$ cat config.mk
export PLATFORM = sky130hd
export DESIGN_NAME = aid_detect_ctrl
export DESIGN_NICKNAME = d
export VERILOG_FILES = /design/src/design/aid_pkg.sv /design/src/design/aid_detect_ctrl.sv /design/src/design/aid_us_timer.sv
export VERILOG_INCLUDE_DIRS = /design/src /design/src/design
export SDC_FILE = /design/constraint.sdc
export NUM_CORES = 1
export LEC_CHECK = 0
export CORE_MARGIN = 4
export CORE_UTILIZATION = 25
export DETAILED_ROUTE_END_ITERATION = 8
export DONT_BUFFER_PORTS = 1
export GPL_TIMING_DRIVEN = 0
export PLACE_DENSITY = 0.5
export SETUP_SLACK_MARGIN = 0.1
export SKIP_LAST_GASP = 1
export SYNTH_ARGS = -nofsm -noshare
export SYNTH_HDL_FRONTEND = slang
export SYNTH_SLANG_ARGS = --single-unit
$ cat constraint.sdc
create_clock -name clk_i -period 2.25 [get_ports clk_i]
set_input_delay 0 -clock clk_i [delete_from_list [all_inputs] [get_ports clk_i]]
set_output_delay 0 -clock clk_i [all_outputs]
set_load 0.05 [all_outputs]
$ cat src/design/aid_consts.svh
`ifndef AID_CONSTS_SVH
`define AID_CONSTS_SVH

// register byte offsets
`define AID_ADR_MODE 8'h00
`define AID_ADR_MIC_CFG 8'h04
`define AID_ADR_BANDS 8'h08
`define AID_ADR_MIC_STS 8'h0c
`define AID_ADR_HP_CFG 8'h10
`define AID_ADR_HP_STS 8'h14

// field positions
`define AID_MODE_RNG 1:0
`define AID_MIC_EN_BIT 2
`define AID_SETTLE_RNG 15:12
`define AID_SRCEN_RNG 10:8
`define AID_REFSEL_RNG 5:4
`define AID_BANDS_RNG 7:0
`define AID_RANGE_RNG 10:9
`define AID_HOLD_RNG 7:5
`define AID_RATE_BIT 1
`define AID_TRIG_BIT 0

// reset values
`define AID_MODE_RST 2'h0
`define AID_SETTLE_RST 4'h1
`define AID_SRCEN_RST 3'h0
`define AID_REFSEL_RST 2'h0
`define AID_BANDS_RST 8'h9f
`define AID_RANGE_RST 2'h0
`define AID_HOLD_RST 3'h1
`define AID_RATE_RST 1'h0

// mode encodings
`define AID_MODE_HP_LEFT 2'h1
`define AID_MODE_HP_RIGHT 2'h2

// settle delay code table
`define AID_SETTLE_CONT 4'h0
`define AID_SETTLE_MAX_CODE 4'hc
`define AID_SETTLE_MAX_SHIFT 4'hb

// timing
`define AID_CLK_HZ 32'h017d7840
`define AID_US_PER_S 32'h000f4240
`define AID_TIMER_W 20
`define AID_SETTLE_BASE_US 20'h000fa
`define AID_MEAS_MIN_US 20'h00064
`define AID_MEAS_MAX_US 20'h001f4

`endif

$ cat src/design/aid_pkg.sv
package aid_pkg;

    typedef enum logic [1:0] {
        AID_MIC_IDLE = 2'h0,
        AID_MIC_SETTLE = 2'h1,
        AID_MIC_MEAS = 2'h3,
        AID_MIC_GAP = 2'h2
    } aid_mic_state_t;

    typedef enum logic {
        AID_HP_IDLE = 1'h0,
        AID_HP_SWEEP = 1'h1
    } aid_hp_state_t;

endpackage : aid_pkg

$ cat src/design/aid_detect_ctrl.sv
`timescale 1ns/100ps
`default_nettype none
`include "aid_consts.svh"

module aid_detect_ctrl
    import aid_pkg::*;
#(
    parameter int US_CYCLES = `AID_CLK_HZ / `AID_US_PER_S
)
(
    input wire logic clk_i,
    input wire logic rst_i,
    input wire logic [7:0] wb_adr_i,
    input wire logic [31:0] wb_dat_i,
    output logic [31:0] wb_dat_o,
    input wire logic wb_we_i,
    input wire logic [3:0] wb_sel_i,
    input wire logic wb_cyc_i,
    input wire logic wb_stb_i,
    output logic wb_ack_o,
    output logic [3:0] bias_request_o,
    output logic mic_measure_o,
    input wire logic mic_level_ready_i,
    input wire logic [8:0] mic_level_i,
    output logic hp_sense_left_o,
    output logic hp_sense_right_o,
    output logic [1:0] hp_range_o,
    output logic hp_ramp_rate_o,
    output logic [2:0] hp_hold_o,
    input wire logic hp_result_ready_i,
    input wire logic [9:0] hp_code_i,
    output logic hp_measure_done_event_o,
    output logic hp_measure_done_gpio_o
);

    localparam int TW = `AID_TIMER_W;

    // byte-lane merge of a write into the current register word
    function automatic logic [31:0] aid_merge(
        input logic [31:0] cur,
        input logic [31:0] wdat,
        input logic [3:0] sel
    );
        logic [31:0] res;
        res = cur;
        for (int i = 0; i < 4; i++)
        begin
            if (sel[i])
            begin
                res[i*8 +: 8] = wdat[i*8 +: 8];
            end
        end
        return res;
    endfunction : aid_merge

    // settle code to microseconds, doubling from 0.25 ms, saturating at 512 ms
    function automatic logic [TW-1:0] aid_settle_us(input logic [3:0] code);
        logic [TW-1:0] v;
        v = `AID_SETTLE_BASE_US;
        if (code == `AID_SETTLE_CONT)
        begin
            v = '0;
        end
        else if (code >= `AID_SETTLE_MAX_CODE)
        begin
            v = `AID_SETTLE_BASE_US << `AID_SETTLE_MAX_SHIFT;
        end
        else
        begin
            v = `AID_SETTLE_BASE_US << (code - 4'h1);
        end
        return v;
    endfunction : aid_settle_us

    // raw bit 0 (<3 ohm) has no enable, so the search always lands when any raw bit is set
    function automatic logic [8:0] aid_band_map(
        input logic [8:0] raw,
        input logic [7:0] en
    );
        logic [8:0] ena;
        logic [8:0] res;
        logic hit;
        logic fall;
        ena = {en, 1'b1};
        res = '0;
        hit = 1'b0;
        fall = 1'b0;
        for (int i = 8; i >= 0; i--)
        begin
            if (raw[i])
            begin
                fall = 1'b1;
            end
            if (fall && ena[i] && !hit)
            begin
                res[i] = 1'b1;
                hit = 1'b1;
            end
        end
        return res;
    endfunction : aid_band_map

    logic ack_r;
    logic [31:0] dat_r;
    logic [1:0] mode_r;
    logic mic_en_r;
    logic [3:0] settle_r;
    logic [2:0] srcen_r;
    logic [1:0] refsel_r;
    logic [7:0] bands_r;
    logic [8:0] level_r;
    logic valid_r;
    logic [1:0] range_r;
    logic [2:0] hold_r;
    logic rate_r;
    logic done_r;
    logic [9:0] code_r;
    logic event_r;
    logic gpio_r;
    logic [3:0] bias_r;
    logic meas_r;
    logic left_r;
    logic right_r;
    aid_mic_state_t mic_st_r;
    aid_mic_state_t mic_st_nxt;
    aid_hp_state_t hp_st_r;
    aid_hp_state_t hp_st_nxt;
    logic tmr_load;
    logic [TW-1:0] tmr_val;
    logic [TW-1:0] tmr_remain;
    logic tmr_expired;
    logic mic_capture;
    logic hp_finish;
    logic [31:0] rd_word;

    // bus decode
    wire bus_req = wb_cyc_i && wb_stb_i && !ack_r;
    wire wr_stb = bus_req && wb_we_i;
    wire sel_mode = (wb_adr_i == `AID_ADR_MODE);
    wire sel_mcfg = (wb_adr_i == `AID_ADR_MIC_CFG);
    wire sel_bands = (wb_adr_i == `AID_ADR_BANDS);
    wire sel_msts = (wb_adr_i == `AID_ADR_MIC_STS);
    wire sel_hpcfg = (wb_adr_i == `AID_ADR_HP_CFG);
    wire sel_hsts = (wb_adr_i == `AID_ADR_HP_STS);

    wire [31:0] mode_word = {29'h0, mic_en_r, mode_r};
    wire [31:0] mcfg_word = {16'h0, settle_r, 1'b0, srcen_r, 2'h0, refsel_r, 4'h0};
    wire [31:0] bands_word = {24'h0, bands_r};
    wire [31:0] msts_word = {21'h0, level_r, valid_r, |level_r};
    wire [31:0] hpcfg_word = {21'h0, range_r, 1'b0, hold_r, 3'h0, rate_r, 1'b0};
    wire [31:0] hsts_word = {16'h0, done_r, 5'h0, code_r};

    wire [31:0] mode_w = aid_merge(mode_word, wb_dat_i, wb_sel_i);
    wire [31:0] mcfg_w = aid_merge(mcfg_word, wb_dat_i, wb_sel_i);
    wire [31:0] bands_w = aid_merge(bands_word, wb_dat_i, wb_sel_i);
    wire [31:0] hpcfg_w = aid_merge(hpcfg_word, wb_dat_i, wb_sel_i);

    // mode decode
    wire mode_left = (mode_r == `AID_MODE_HP_LEFT);
    wire mode_right = (mode_r == `AID_MODE_HP_RIGHT);
    wire mode_hp = mode_left || mode_right;
    wire mic_need = !mode_hp && mic_en_r;

    // core supply reference (select 0) has no enable and is always up
    wire [3:0] src_on_vec = {srcen_r, 1'b1};
    wire src_on = src_on_vec[refsel_r];
    wire continuous = src_on || (settle_r == `AID_SETTLE_CONT);
    wire min_done = (tmr_remain <= (`AID_MEAS_MAX_US - `AID_MEAS_MIN_US));

    wire hp_trig = wr_stb && sel_hpcfg && hpcfg_w[`AID_TRIG_BIT];
    // a trigger in mic mode or mid-sweep is dropped
    wire hp_start = hp_trig && mode_hp && (hp_st_r == AID_HP_IDLE);

    always_comb
    begin
        if (sel_mode)
        begin
            rd_word = mode_word;
        end
        else if (sel_mcfg)
        begin
            rd_word = mcfg_word;
        end
        else if (sel_bands)
        begin
            rd_word = bands_word;
        end
        else if (sel_msts)
        begin
            rd_word = msts_word;
        end
        else if (sel_hpcfg)
        begin
            rd_word = hpcfg_word;
        end
        else if (sel_hsts)
        begin
            rd_word = hsts_word;
        end
        else
        begin
            rd_word = 32'h0;
        end
    end

    aid_us_timer #(
        .US_CYCLES(US_CYCLES),
        .TW(TW)
    ) u_timer (
        .clk_i(clk_i),
        .rst_i(rst_i),
        .load_i(tmr_load),
        .load_val_i(tmr_val),
        .remain_o(tmr_remain),
        .expired_o(tmr_expired)
    );

    // mic-sense sequence
    always_comb
    begin
        mic_st_nxt = mic_st_r;
        tmr_load = 1'b0;
        tmr_val = '0;
        mic_capture = 1'b0;
        case (mic_st_r)
            AID_MIC_IDLE:
            begin
                if (mic_need)
                begin
                    tmr_load = 1'b1;
                    if (continuous)
                    begin
                        tmr_val = `AID_MEAS_MAX_US;
                        mic_st_nxt = AID_MIC_MEAS;
                    end
                    else
                    begin
                        tmr_val = aid_settle_us(settle_r);
                        mic_st_nxt = AID_MIC_SETTLE;
                    end
                end
            end
            AID_MIC_SETTLE:
            begin
                if (!mic_need)
                begin
                    mic_st_nxt = AID_MIC_IDLE;
                end
                else if (tmr_expired)
                begin
                    tmr_load = 1'b1;
                    tmr_val = `AID_MEAS_MAX_US;
                    mic_st_nxt = AID_MIC_MEAS;
                end
            end
            AID_MIC_MEAS:
            begin
                if (!mic_need)
                begin
                    mic_st_nxt = AID_MIC_IDLE;
                end
                else if ((mic_level_ready_i && min_done) || tmr_expired)
                begin
                    mic_capture = 1'b1;
                    mic_st_nxt = AID_MIC_GAP;
                end
            end
            AID_MIC_GAP:
            begin
                mic_st_nxt = AID_MIC_IDLE;
            end
            default:
            begin
                mic_st_nxt = AID_MIC_IDLE;
            end
        endcase
    end

    // headphone sweep sequence
    always_comb
    begin
        hp_st_nxt = hp_st_r;
        hp_finish = 1'b0;
        case (hp_st_r)
            AID_HP_IDLE:
            begin
                if (hp_start)
                begin
                    hp_st_nxt = AID_HP_SWEEP;
                end
            end
            AID_HP_SWEEP:
            begin
                if (!mode_hp)
                begin
                    hp_st_nxt = AID_HP_IDLE;
                end
                else if (hp_result_ready_i)
                begin
                    hp_finish = 1'b1;
                    hp_st_nxt = AID_HP_IDLE;
                end
            end
            default:
            begin
                hp_st_nxt = AID_HP_IDLE;
            end
        endcase
    end

    // pulsed source stays off in idle and gap states
    wire bias_on = mic_need && (continuous || mic_st_nxt == AID_MIC_SETTLE || mic_st_nxt == AID_MIC_MEAS);
    wire [3:0] bias_nxt = bias_on ? (4'h1 << refsel_r) : 4'h0;

    always_ff @(posedge clk_i)
    begin
        if (rst_i)
        begin
            ack_r <= 1'b0;
            dat_r <= 32'h0;
        end
        else
        begin
            ack_r <= bus_req;
            if (bus_req && !wb_we_i)
            begin
                dat_r <= rd_word;
            end
        end
    end

    always_ff @(posedge clk_i)
    begin
        if (rst_i)
        begin
            mode_r <= `AID_MODE_RST;
            mic_en_r <= 1'b0;
            settle_r <= `AID_SETTLE_RST;
            srcen_r <= `AID_SRCEN_RST;
            refsel_r <= `AID_REFSEL_RST;
            bands_r <= `AID_BANDS_RST;
        end
        else if (wr_stb)
        begin
            if (sel_mode)
            begin
                mode_r <= mode_w[`AID_MODE_RNG];
                mic_en_r <= mode_w[`AID_MIC_EN_BIT];
            end
            if (sel_mcfg)
            begin
                settle_r <= mcfg_w[`AID_SETTLE_RNG];
                srcen_r <= mcfg_w[`AID_SRCEN_RNG];
                refsel_r <= mcfg_w[`AID_REFSEL_RNG];
            end
            if (sel_bands)
            begin
                bands_r <= bands_w[`AID_BANDS_RNG];
            end
        end
    end

    always_ff @(posedge clk_i)
    begin
        if (rst_i)
        begin
            range_r <= `AID_RANGE_RST;
            hold_r <= `AID_HOLD_RST;
            rate_r <= `AID_RATE_RST;
        end
        else if (wr_stb && sel_hpcfg)
        begin
            range_r <= hpcfg_w[`AID_RANGE_RNG];
            hold_r <= hpcfg_w[`AID_HOLD_RNG];
            rate_r <= hpcfg_w[`AID_RATE_BIT];
        end
    end

    always_ff @(posedge clk_i)
    begin
        if (rst_i)
        begin
            mic_st_r <= AID_MIC_IDLE;
            level_r <= 9'h0;
            valid_r <= 1'b0;
            bias_r <= 4'h0;
            meas_r <= 1'b0;
        end
        else
        begin
            mic_st_r <= mic_st_nxt;
            bias_r <= bias_nxt;
            meas_r <= (mic_st_nxt == AID_MIC_MEAS);
            if (mic_capture)
            begin
                level_r <= aid_band_map(mic_level_i, bands_r);
            end
            // valid only while mic sensing stays enabled
            valid_r <= mic_capture || (valid_r && mic_need);
        end
    end

    always_ff @(posedge clk_i)
    begin
        if (rst_i)
        begin
            hp_st_r <= AID_HP_IDLE;
            done_r <= 1'b0;
            code_r <= 10'h0;
            event_r <= 1'b0;
            gpio_r <= 1'b0;
            left_r <= 1'b0;
            right_r <= 1'b0;
        end
        else
        begin
            hp_st_r <= hp_st_nxt;
            event_r <= hp_finish;
            left_r <= (hp_st_nxt == AID_HP_SWEEP) && mode_left;
            right_r <= (hp_st_nxt == AID_HP_SWEEP) && mode_right;
            if (hp_finish)
            begin
                done_r <= 1'b1;
                gpio_r <= 1'b1;
                code_r <= hp_code_i;
            end
            else if (hp_start)
            begin
                done_r <= 1'b0;
                gpio_r <= 1'b0;
            end
        end
    end

    assign wb_ack_o = ack_r;
    assign wb_dat_o = dat_r;
    assign bias_request_o = bias_r;
    assign mic_measure_o = meas_r;
    assign hp_sense_left_o = left_r;
    assign hp_sense_right_o = right_r;
    assign hp_range_o = range_r;
    assign hp_ramp_rate_o = rate_r;
    assign hp_hold_o = hold_r;
    assign hp_measure_done_event_o = event_r;
    assign hp_measure_done_gpio_o = gpio_r;

endmodule : aid_detect_ctrl

`default_nettype wire

$ cat src/design/aid_us_timer.sv
`timescale 1ns/100ps
`default_nettype none

module aid_us_timer
    import aid_pkg::*;
#(
    parameter int US_CYCLES = 25,
    parameter int TW = 20
)
(
    input wire logic clk_i,
    input wire logic rst_i,
    input wire logic load_i,
    input wire logic [TW-1:0] load_val_i,
    output logic [TW-1:0] remain_o,
    output logic expired_o
);

    localparam int PW = $clog2(US_CYCLES + 1);
    localparam logic [PW-1:0] PRE_LAST = PW'(US_CYCLES - 1);

    logic [PW-1:0] pre_r;
    logic [TW-1:0] cnt_r;
    wire tick = (pre_r == PRE_LAST);

    // prescaler restarts on load so every delay is at least its full length
    always_ff @(posedge clk_i)
    begin
        if (rst_i)
        begin
            pre_r <= '0;
            cnt_r <= '0;
        end
        else if (load_i)
        begin
            pre_r <= '0;
            cnt_r <= load_val_i;
        end
        else
        begin
            pre_r <= tick ? '0 : pre_r + 1'b1;
            if (tick && cnt_r != '0)
            begin
                cnt_r <= cnt_r - 1'b1;
            end
        end
    end

    assign remain_o = cnt_r;
    assign expired_o = (cnt_r == '0);

endmodule : aid_us_timer

`default_nettype wire

Word-level counts from Yosys, hierarchy flattened

Cells that the tools add are included.

Bits in registers: 116
Bits in latches: 0
Bits in writable memories: 0
Memory bits (read-only): 0
Bits of input ports: 70
Output and inout bits: 48
Word-level logic and storage cells: 211
Memories: 0

Add/subtract/negate cells: 3
Multipliers: 0
Divide/modulo/power cells: 0
$lt $le $gt $ge: 3
Equal/unequal tests: 13
Shift operators: 2
Multiplexer cells: 100
Bitwise operators: 2
Reductions and logical operators: 64

Operators by type and width:

| operator              | count |
|---|---|
| $mux 20               | 6 |
| $mux 16               | 6 |
| $mux 1                | 75 |
| $pmux 20 s2           | 1 |
| $logic_and 1x1->1     | 31 |
| $le 20x9->1 const B   | 1 |
| $logic_not 20->1      | 1 |
| $reduce_bool 20->1    | 1 |
| $shl 8x4->20 const A  | 1 |
| $sub 20x1->20 const B | 1 |
| $mux 9                | 2 |
| $eq 8x4->1 const B    | 2 |
| $eq 8x5->1 const B    | 2 |
| $mux 2                | 6 |
| $reduce_and 3->1      | 4 |
| $logic_not 1->1       | 11 |
| $reduce_or 9->1       | 1 |
| $eq 2x2->1 const B    | 4 |
| $eq 8x3->1 const B    | 1 |
| $logic_not 8->1       | 1 |
| $pmux 2 s4            | 1 |
| $eq 2x1->1 const B    | 3 |
| $logic_or 1x1->1      | 6 |
| $add 5x1->5 const B   | 1 |
| other kinds (14)      | 18 |

Depth between registers and ports, before layout

Gate-level depths: netlist (run 1).

Depth after elaboration: 50
Gate-level depth with buffers: 11

Cells and area by module

Synthesis (run 1) repeated with hierarchy kept, for this count alone.

Cell total of the unflattened synthesis: 666
Area, all modules: 5393.9 µm²

Modules (own cells, without submodules):

| module          | instances | cells an instance | area each (µm²) | seq. area each (µm²) |
|---|---|---|---|---|
| aid_detect_ctrl | 1         | 506               | 3975.1          | 1481.4 |
| aid_us_timer    | 1         | 160               | 1418.9          | 500.5 |

Least setup slack after synthesis (run 1)

Ideal clock, no wire load.

Path type: flip-flop to flip-flop
Start point: register settle_r[0]
End point: register u_timer.cnt_r[16] (netlist: u_timer.remain_o[16])
Arrival time: 2.162 ns
Path slack: -0.004 ns
Stages on the path, launching flop included: 12
Buffers on the path: 1
Clock period less this slack: 2.254 ns
Cells stage by stage: dfxtp_1 clkbuf_1 inv_1 ha_1 inv_1 ha_1 mux2i_1 a21boi_0 o21ai_0 a21oi_1 nor3_1 nor4_1

Cells in the longest elaborated chain, start to end: 8
Elaborated cells on any way between the ends: 11

Ends and longest elaborated chain:

| item                     | line                   | RTL |
|---|---|---|
| start: declaration       | aid_detect_ctrl.sv:107 | `logic [3:0] settle_r;` |
| start signal: assignment | aid_detect_ctrl.sv:338 | `` settle_r <= `AID_SETTLE_RST; `` |
| start signal: assignment | aid_detect_ctrl.sv:352 | `` settle_r <= mcfg_w[`AID_SETTLE_RNG]; `` |
| $sub 4x1->4              | aid_detect_ctrl.sv:70  | `` v = `AID_SETTLE_BASE_US << (code - 4'h1); `` |
| $shl 8x4->20 (no line)   | -                      |  |
| $mux 20                  | aid_detect_ctrl.sv:64  | `` else if (code >= `AID_SETTLE_MAX_CODE) `` |
| $mux 20                  | aid_detect_ctrl.sv:60  | `` if (code == `AID_SETTLE_CONT) `` |
| $mux 20 (*)              | aid_detect_ctrl.sv:231 | `if (continuous)` |
| $mux 20 (*)              | aid_detect_ctrl.sv:228 | `if (mic_need)` |
| $pmux 20 s2 (*)          | aid_detect_ctrl.sv:225 | `case (mic_st_r)` |
| $mux 20 (*)              | aid_us_timer.sv:34     | `else if (load_i)` |
| end signal: assignment   | aid_us_timer.sv:37     | `cnt_r <= load_val_i;` |
| end signal: assignment   | aid_us_timer.sv:44     | `cnt_r <= cnt_r - 1'b1;` |
| end: declaration         | aid_us_timer.sv:23     | `logic [TW-1:0] cnt_r;` |

Mark *: on every way between the ends. The rest lies on a longest branch, timed or not.
A chain may end at the register's enable or synchronous reset.

Worst setup path in the final report (run 1)

Start point: register u_timer.cnt_r[7] (netlist: u_timer.remain_o[7])
End point: register u_timer.cnt_r[12] (netlist: u_timer.remain_o[12])

Cells in the longest elaborated chain, start to end: 5
Elaborated cells on any way between the ends: 10

Ends and longest elaborated chain:

| item |
|---|
| parallel branches: the longest is 5 deep, another holds $sub 20x1->20 |

Several ways; the timed one is not identified. The select of a mux whose other input is x is not followed.

==> metrics.md, run 1 <==
| Metric | Value |
|---|---|
| Status | `finished, violations left` |
| Failing checks | `hold timing, setup timing` |
| Chip width | `152.6 um` |
| Req. time, crit path | `2.50 ns` |
| Row cnt | `52` |
| Fmax | `435.7 MHz` |
| Sequential cell area fraction in the yosys report | `37.93%` |
| Clock Latency Late Sink | `0.36 ns` |
| Commonest non-fill, non-tap cells in the layout | `dfxtp_1 (90), nor2_1 (72), nand2_1 (50), buf_4 (41), a21oi_1 (40)` |
| Average wire per cell in the routed design | `18.13 um` |
| Core Area | `20360 um^2` |
| Arrival time worst endpoint | `2.55 ns` |
| ANT cells | `0` |
| First-pass GRT wire length | `27940 um` |
| Post-synth ARST share | `0%` |
| Final WS setup | `-0.04517 ns` |
| Via count | `5057` |
| Worst vdd ir | `0.3400 mV` |
| Total Power | `3.716 mW` |
| Avg Cell Area, Syn | `8.151 um^2` |
| PD cells | `518.1 nW/um^2` |
| Die area | `23280 um^2` |
| Fin. max-slew vios | `0` |
| Total clock sinks | `99` |
| Iter 0 DRT Violations | `347` |
| Cell variety after synth | `73` |
| Commonest non-fill, non-tap cell in the layout | `dfxtp_1` |
| CP Capture Type | `flop` |
| Num CTS Buffers | `9` |
| Final HPWL DP | `13240 um` |
| Worst Hold Class | `in -> reg` |
| Htree depth | `3` |
| CP Cell Sequence | `or4_4 > or2_1 > buf_8 > o21a_4 > or2_1 > buf_6 > buf_6 > o221a_4` |
| Overflow left after global routing | `0` |
| Crit path max-delay family | `simple AND/OR/NAND/NOR gates` |
| Clock Path Buffers | `2` |
| Final setup violation count | `7` |
| Net switching power | `0.9488 mW` |
| Area growth syn-to-layout | `37.26%` |
| Pin count of the biggest net entering global routing | `18` |
| Slew HR | `43.63%` |
| Area leader, netlist | `dfxtp_1` |
| Sequential share of power | `47.9%` |
| Total number of yosys warnings | `0` |
| Worst Max-Slew Pin Slew | `0.8456 ns` |
| MaxCap Viol Count | `0` |
| Min Hold Slack | `-0.008898 ns` |
| Buf/Inv on CP | `3` |
| Vias/cell | `5.002` |
| GRT Util Overall | `15.01%` |
| Final wirelength | `18330 um` |
| Clock group share of total power | `44.4%` |
| Internal | `2.767 mW` |
| Sum Neg Setup Slack | `-0.1627 ns` |
| Ys flop type | `dfxtp_1` |
| Worst Path Max Fanout | `6` |
| CTS tree | `built` |
| Slowest cell on crit path | `or4_4` |
| ANT nets after route | `0` |
| Period utilisation layout | `102.0%` |
| Seq cells post-synth | `99` |
| Crit path time final | `2.295 ns` |
| Initial Util | `25.66%` |
| Total Nets Final | `817` |
| # fillers | `2138` |
| Static Leak | `2.662 nW` |
| Max stage delay on crit path | `0.53 ns` |
| Placed cell areas | `5657 um^2` |
| Share of layout cells above drive strength 1 | `24.43%` |
| Clock root buffer | `clkbuf_16` |
| GP Congestion | `0.8344` |
| Worst-path clk slew | `0.07 ns` |
| Initial antenna violation count | `0` |
| Post-route design area | `7172 um^2` |
| Share of the synthesized area in the top cell type | `37.93%` |
| Die Span Y | `152.6 um` |
| Clock skew | `0.01509 ns` |
| Drt first pass iters | `5` |
| Dominant cells by area after synthesis | `dfxtp_1 (38%), mux2i_1 (6.5%), nor2_1 (6.4%), a21oi_1 (4.4%), nand2_1 (3.6%)` |
| WS Path Type | `reg -> reg` |
| Post-Syn Area | `5225 um^2` |
| Vias in the first global route | `4796` |
| IO Pins | `118` |
| Sw Share | `25.53%` |
| Number of flops mapped to enable cells by yosys | `0` |
| Port Buffers | `0` |
| RSZ-0062 raised after global routing | `yes` |
| Combinational power share | `7.7%` |
| DRC Markers | `0` |
| Startpoint type of the worst setup path | `flop` |
| Hold Violations, Final | `1` |
| Post-Synthesis Cells | `641` |
registers in the layout (all words and copies together) (netlist names), 2 cells and up:
name,count
hp_hold_o,3
bands_r,8
u_timer.remain_o,20
settle_r,4
bias_request_o,4
srcen_r,3
mode_r,2
wb_dat_o,15
u_timer.pre_r,5
refsel_r,2
level_r,9
code_r,10
hp_range_o,2
mic_st_r,2
routing by layer:
metal,wire [um],share of wire (%),up-vias,global-route usage [%]
met5,0,0,-,0
met4,330,1.8,0,3.734
met3,1199,6.5,24,4.203
met2,8521,46,139,24.19
met1,8277,45,2425,19.92
li1,-,-,2469,-
power groups by stage:
stage	Combinational (mW)	Clock, mW	Sequential (mW)
after floorplan	0.176	0	1.82
after global placement	0.222	0	1.82
after detailed placement	0.221	0	1.82
after CTS	0.280	1.68	1.78
after global routing	0.304	1.74	1.78
final	0.285	1.65	1.78
layout make-up:
| class | instances | area (um^2) | area share (%) |
|---|---|---|---|
| timing repair buffer | 68 | 669.4 | 9.334 |
| tap | 270 | 337.8 | 4.710 |
| multi-input combinational | 485 | 3437 | 47.92 |
| inverter | 20 | 80.08 | 1.117 |
| buffer | 53 | 335.3 | 4.676 |
| sequential | 99 | 2001 | 27.90 |
| clock buffer | 11 | 242.7 | 3.385 |
| clock inverter | 5 | 68.82 | 0.9595 |
worst paths after layout:
| check | startpoint | cells past startpoint | slack, ns | end |
|---|---|---|---|---|
| worst min register to register | code_r[4] | 2 | 0.46 | code_r[4] |
| worst max-delay path | u_timer.remain_o[7] | 8 | -0.05 | u_timer.remain_o[12] |
| worst max register to register | u_timer.remain_o[7] | 8 | -0.05 | u_timer.remain_o[12] |
| worst min-delay path | mic_level_i[5] | 2 | -0.009 | level_r[4] |
worst register-to-register path, delay by kind of cell, from the launching register on:
family | cells | cell delay (ns)
AO/OA/AOI/OAI | 2 | 0.45
flip-flops | 1 | 0.34
buffers and inverters | 3 | 0.42
AND/OR/NAND/NOR | 3 | 1.00
cell usage after synthesis, types with 4 or more instances:
| master | count |
|---|---|
| a211oi_1 | 4 |
| a21oi_1 | 46 |
| a22oi_1 | 6 |
| a31o_2 | 5 |
| a31oi_1 | 10 |
| a32oi_1 | 6 |
| and3_1 | 6 |
| buf_2 | 5 |
| buf_4 | 17 |
| clkbuf_1 | 26 |
| dfxtp_1 | 99 |
| ha_1 | 11 |
| inv_1 | 20 |
| mux2i_1 | 34 |
| nand2_1 | 50 |
| nand2b_1 | 9 |
| nand3_1 | 28 |
| nand4_1 | 5 |
| nor2_1 | 89 |
| nor2b_1 | 5 |
| nor3_1 | 25 |
| nor3b_1 | 6 |
| nor4_1 | 11 |
| o21ai_0 | 23 |
| o31ai_1 | 6 |
| or2_2 | 5 |
| or3_1 | 6 |
| xnor2_1 | 5 |
| xor2_1 | 5 |
per-stage QoR:
stage	std cells	utilization, %	hold WS [ns]	setup slack [ns]
CTS	1001	33.46	0.01094	-0.04822
detailed placement	927	27.78	0.1169	-0.4615
finish	1011	35.22	-0.008898	-0.04517
floorplan	657	-	0.1087	0.07799
global route	1011	35.22	0.004848	-0.1351
global placement	927	27.78	0.1145	-0.4252
what timing repair did:
| item | 4_1_cts | 5_1_grt |
|---|---|---|
| endpoints found under the setup margin | 46 | 51 |
| hold buffers | 36 | 0 |
| gates cloned | 1 | 1 |
| pin swaps | 18 | 23 |
| hold endpoints to repair | 47 | 0 |
| resized for setup | 66 | 75 |
| setup buffers | 21 | 10 |
cells by family (layout without fill, tap and decap cells):
group / after synthesis / in the layout / synth area share (%)
compound gates: 143 / 143 / 18.44
xor+xnor: 10 / 10 / 1.676
fa+ha+maj: 11 / 11 / 2.634
buf+inv: 73 / 157 / 6.896
flops: 99 / 99 / 37.93
mux: 37 / 37 / 7.160
other cells: 1 / 17 / 0.07177
simple gates: 267 / 267 / 25.19
No activity file was read; power rests on OpenSTA's default activity.
==> run 2: changes to the inputs <==
- CORE_MARGIN: 4 -> unset
- RECOVER_POWER: unset -> 100
- REMOVE_ABC_BUFFERS: unset -> 1
==> metrics.md, run 2 (synthesis gave the netlist of run 1 again) <==
| Metric | Value |
|---|---|
| Vias in the first global route | `4666 (was 4796)` |
| Fmax | `452.0 MHz (was 435.7 MHz)` |
| Via count | `4900 (was 5057)` |
| IO Pins | `118 (unchanged)` |
| WL met3 | `1051 um (was 1199 um)` |
| Worst-path clk slew | `0.07 ns (about the same)` |
| Average wire per cell in the routed design | `17.58 um (was 18.13 um)` |
| Total clock sinks | `99 (unchanged)` |
| Max reg flops | `20 (unchanged)` |
| Overflow left after global routing | `0 (unchanged)` |
| Multi-input logic area | `3259 um^2 (was 3437 um^2)` |
| Clock root buffer | `clkbuf_16 (unchanged)` |
| CP Capture Type | `flop (unchanged)` |
| First-pass GRT wire length | `26120 um (was 27940 um)` |
| Core Area | `20360 um^2 (unchanged)` |
| Post-route design area | `6734 um^2 (was 7172 um^2)` |
| Max stage delay on crit path | `0.51 ns (was 0.53 ns)` |
| Req. time, crit path | `2.52 ns (was 2.50 ns)` |
| Sum Neg Setup Slack | `0 ns (was -0.1627 ns)` |
| DP Cell Count | `874 (was 927)` |
| Slowest cell on crit path | `or4_4 (unchanged)` |
| Crit path time final | `2.212 ns (was 2.295 ns)` |
| Area growth syn-to-layout | `28.88% (was 37.26%)` |
| Port Buffers | `0 (unchanged)` |
| Pre-CTS WS | `-1.163 ns (was -0.4615 ns)` |
| Fin. max-slew vios | `0 (unchanged)` |
| Startpoint type of the worst setup path | `flop (unchanged)` |
| Period utilisation layout | `98.33% (was 102.0%)` |
| Clock skew | `0.01170 ns (was 0.01509 ns)` |
| Cell mode on critical path | `or2_4` |
| Share of layout cells above drive strength 1 | `19.34% (was 24.43%)` |
| Final WS setup | `0.03762 ns (was -0.04517 ns)` |
| Worst Hold Class | `in -> reg (unchanged)` |
| Total Nets Final | `774 (was 817)` |
| Die Span Y | `146.6 um (was 152.6 um)` |
| Clock Latency Late Sink | `0.37 ns (was 0.36 ns)` |
| Clock Path Buffers | `2 (unchanged)` |
| Initial antenna violation count | `1 (was 0)` |
| Hold Violations, Final | `0 (was 1)` |
| Placed cell areas | `5343 um^2 (was 5657 um^2)` |
| GP Congestion | `0.7858 (was 0.8344)` |
| Static Leak | `2.473 nW (was 2.662 nW)` |
| Worst Path Max Fanout | `5 (was 6)` |
| Die area | `21480 um^2 (was 23280 um^2)` |
| Commonest non-fill, non-tap cells in the layout | `dfxtp_1 (88), nor2_1 (83), nand2_1 (50), a21oi_1 (43), dlygate4sd3_1 (38) (was dfxtp_1 (90), nor2_1 (72), nand2_1 (50), buf_4 (41), a21oi_1 (40))` |
| Final HPWL DP | `11080 um (was 13240 um)` |
| Final setup violation count | `0 (was 7)` |
| RSZ-0062 raised after global routing | `yes (unchanged)` |
| MaxCap Viol Count | `0 (unchanged)` |
| Top sig layer | `met4 (unchanged)` |
| Pin count of the biggest net entering global routing | `72 (was 18)` |
| Arrival time worst endpoint | `2.48 ns (was 2.55 ns)` |
| Slew HR | `37.07% (was 43.63%)` |
| PD cells | `560.0 nW/um^2 (was 518.1 nW/um^2)` |
| Num CTS Buffers | `9 (unchanged)` |
| Iter 0 DRT Violations | `368 (was 347)` |
| # fillers | `2152 (was 2138)` |
| DR WL met2 | `8370 um (was 8521 um)` |
| Htree depth | `3 (unchanged)` |
| Commonest non-fill, non-tap cell in the layout | `dfxtp_1 (unchanged)` |
| GRT Util Overall | `15.70% (was 15.01%)` |
| Drt first pass iters | `5 (unchanged)` |
| WS Path Type | `reg -> reg (unchanged)` |
| Fin cells | `969 (was 1011)` |
| Initial Util | `25.66% (unchanged)` |
| Worst vdd ir | `0.3471 mV (was 0.3400 mV)` |
| Vias/cell | `5.057 (was 5.002)` |
| ANT nets after route | `0 (unchanged)` |
| Row cnt | `52 (unchanged)` |
| CTS tree | `built (unchanged)` |
| Worst Max-Slew Pin Slew | `0.9429 ns (was 0.8456 ns)` |
| DRC Markers | `0 (unchanged)` |
| Chip width | `146.6 um (was 152.6 um)` |
| Sequential Area | `2003 um^2 (was 2001 um^2)` |
| Status | `completed (was finished, violations left)` |
| Final wirelength | `17030 um (was 18330 um)` |
| Met1 wire length | `7424 um (was 8277 um)` |
| CP Cell Sequence | `or4_4 > or2_4 > o31ai_4 > or2_4 > buf_4 > nor2_1 > nor4_1 (was or4_4 > or2_1 > buf_8 > o21a_4 > or2_1 > buf_6 > buf_6 > o221a_4)` |
==> run 2: cell types whose count changed in the layout (fill, tap and decap cells not counted), moves of 6 or more <==
cell,change
clkbuf_1,-22
buf_4,-11
nor2_1,+11
nor2_4,-9
nand3_1,+6
o21ai_0,+6
o21ai_1,-6
==> run 2: path summary, 6_finish.rpt <==
| kind | start | endpoint | slack (ns) | cells after the start |
|---|---|---|---|---|
| max | u_timer.remain_o[5] | u_timer.remain_o[16] | 0.04 | 7 |
| min | wb_adr_i[6] | wb_dat_o[2] | 0.01 | 3 |
| max reg2reg | u_timer.remain_o[5] | u_timer.remain_o[16] | 0.04 | 7 |
| min reg2reg | code_r[0] | code_r[0] | 0.46 | 2 |
==> run 2: area by class of cell <==
class	count	share of cell area, %
Multi-Input combinational cell	488	48.40
Inverter	20	1.189
Clock buffer	10	3.549
Antenna cell	1	0.03716
Timing Repair Buffer	75	10.67
Tap cell	270	5.017
Clock inverter	6	1.394
Sequential cell	99	29.75
==> run 2: repair_timing <==
action | in CTS | in global routing
hold buffers | 39 | 0
setup buffers | 22 | 13
hold endpoints to repair | 88 | 0
endpoints found under the setup margin | 50 | 40
pin swaps | 16 | 18
gates resized for setup | 53 | 35
cloned | 3 | 1
==> run 2: metal layers <==
metal | global-route usage (%) | vias up
met2 | 25.88 | 135
met4 | 4.010 | 0
li1 | - | 2388
met1 | 19.81 | 2362
met3 | 4.813 | 15
met5 | 0 | -
==> run 2: metrics by stage <==
| stage | power [mW] | hold slack, ns | util (%) |
|---|---|---|---|
| after global routing | 3.898 | 0.01424 | 33.07 |
| after floorplan | 1.944 | 0.06786 | - |
| final | 3.771 | 0.009757 | 33.07 |
| after CTS | 3.802 | 0.002899 | 32.00 |
| after detailed placement | 1.969 | 0.09938 | 26.23 |
| after global placement | 1.968 | 0.08824 | 26.21 |
==> run 2: critical path, delay by kind of cell (launching register included) <==
kind            cells  cell delay, ns
compound gates      1            0.35
buf+inv             1            0.11
flops               1            0.35
simple gates        5            1.31
==> run 2: power by group <==
part	internal (mW)	leakage [nW]	switching (mW)
Clock	1.02	0.165	0.734
Sequential	1.76	0.804	0.0228
Combinational	0.0815	1.50	0.160
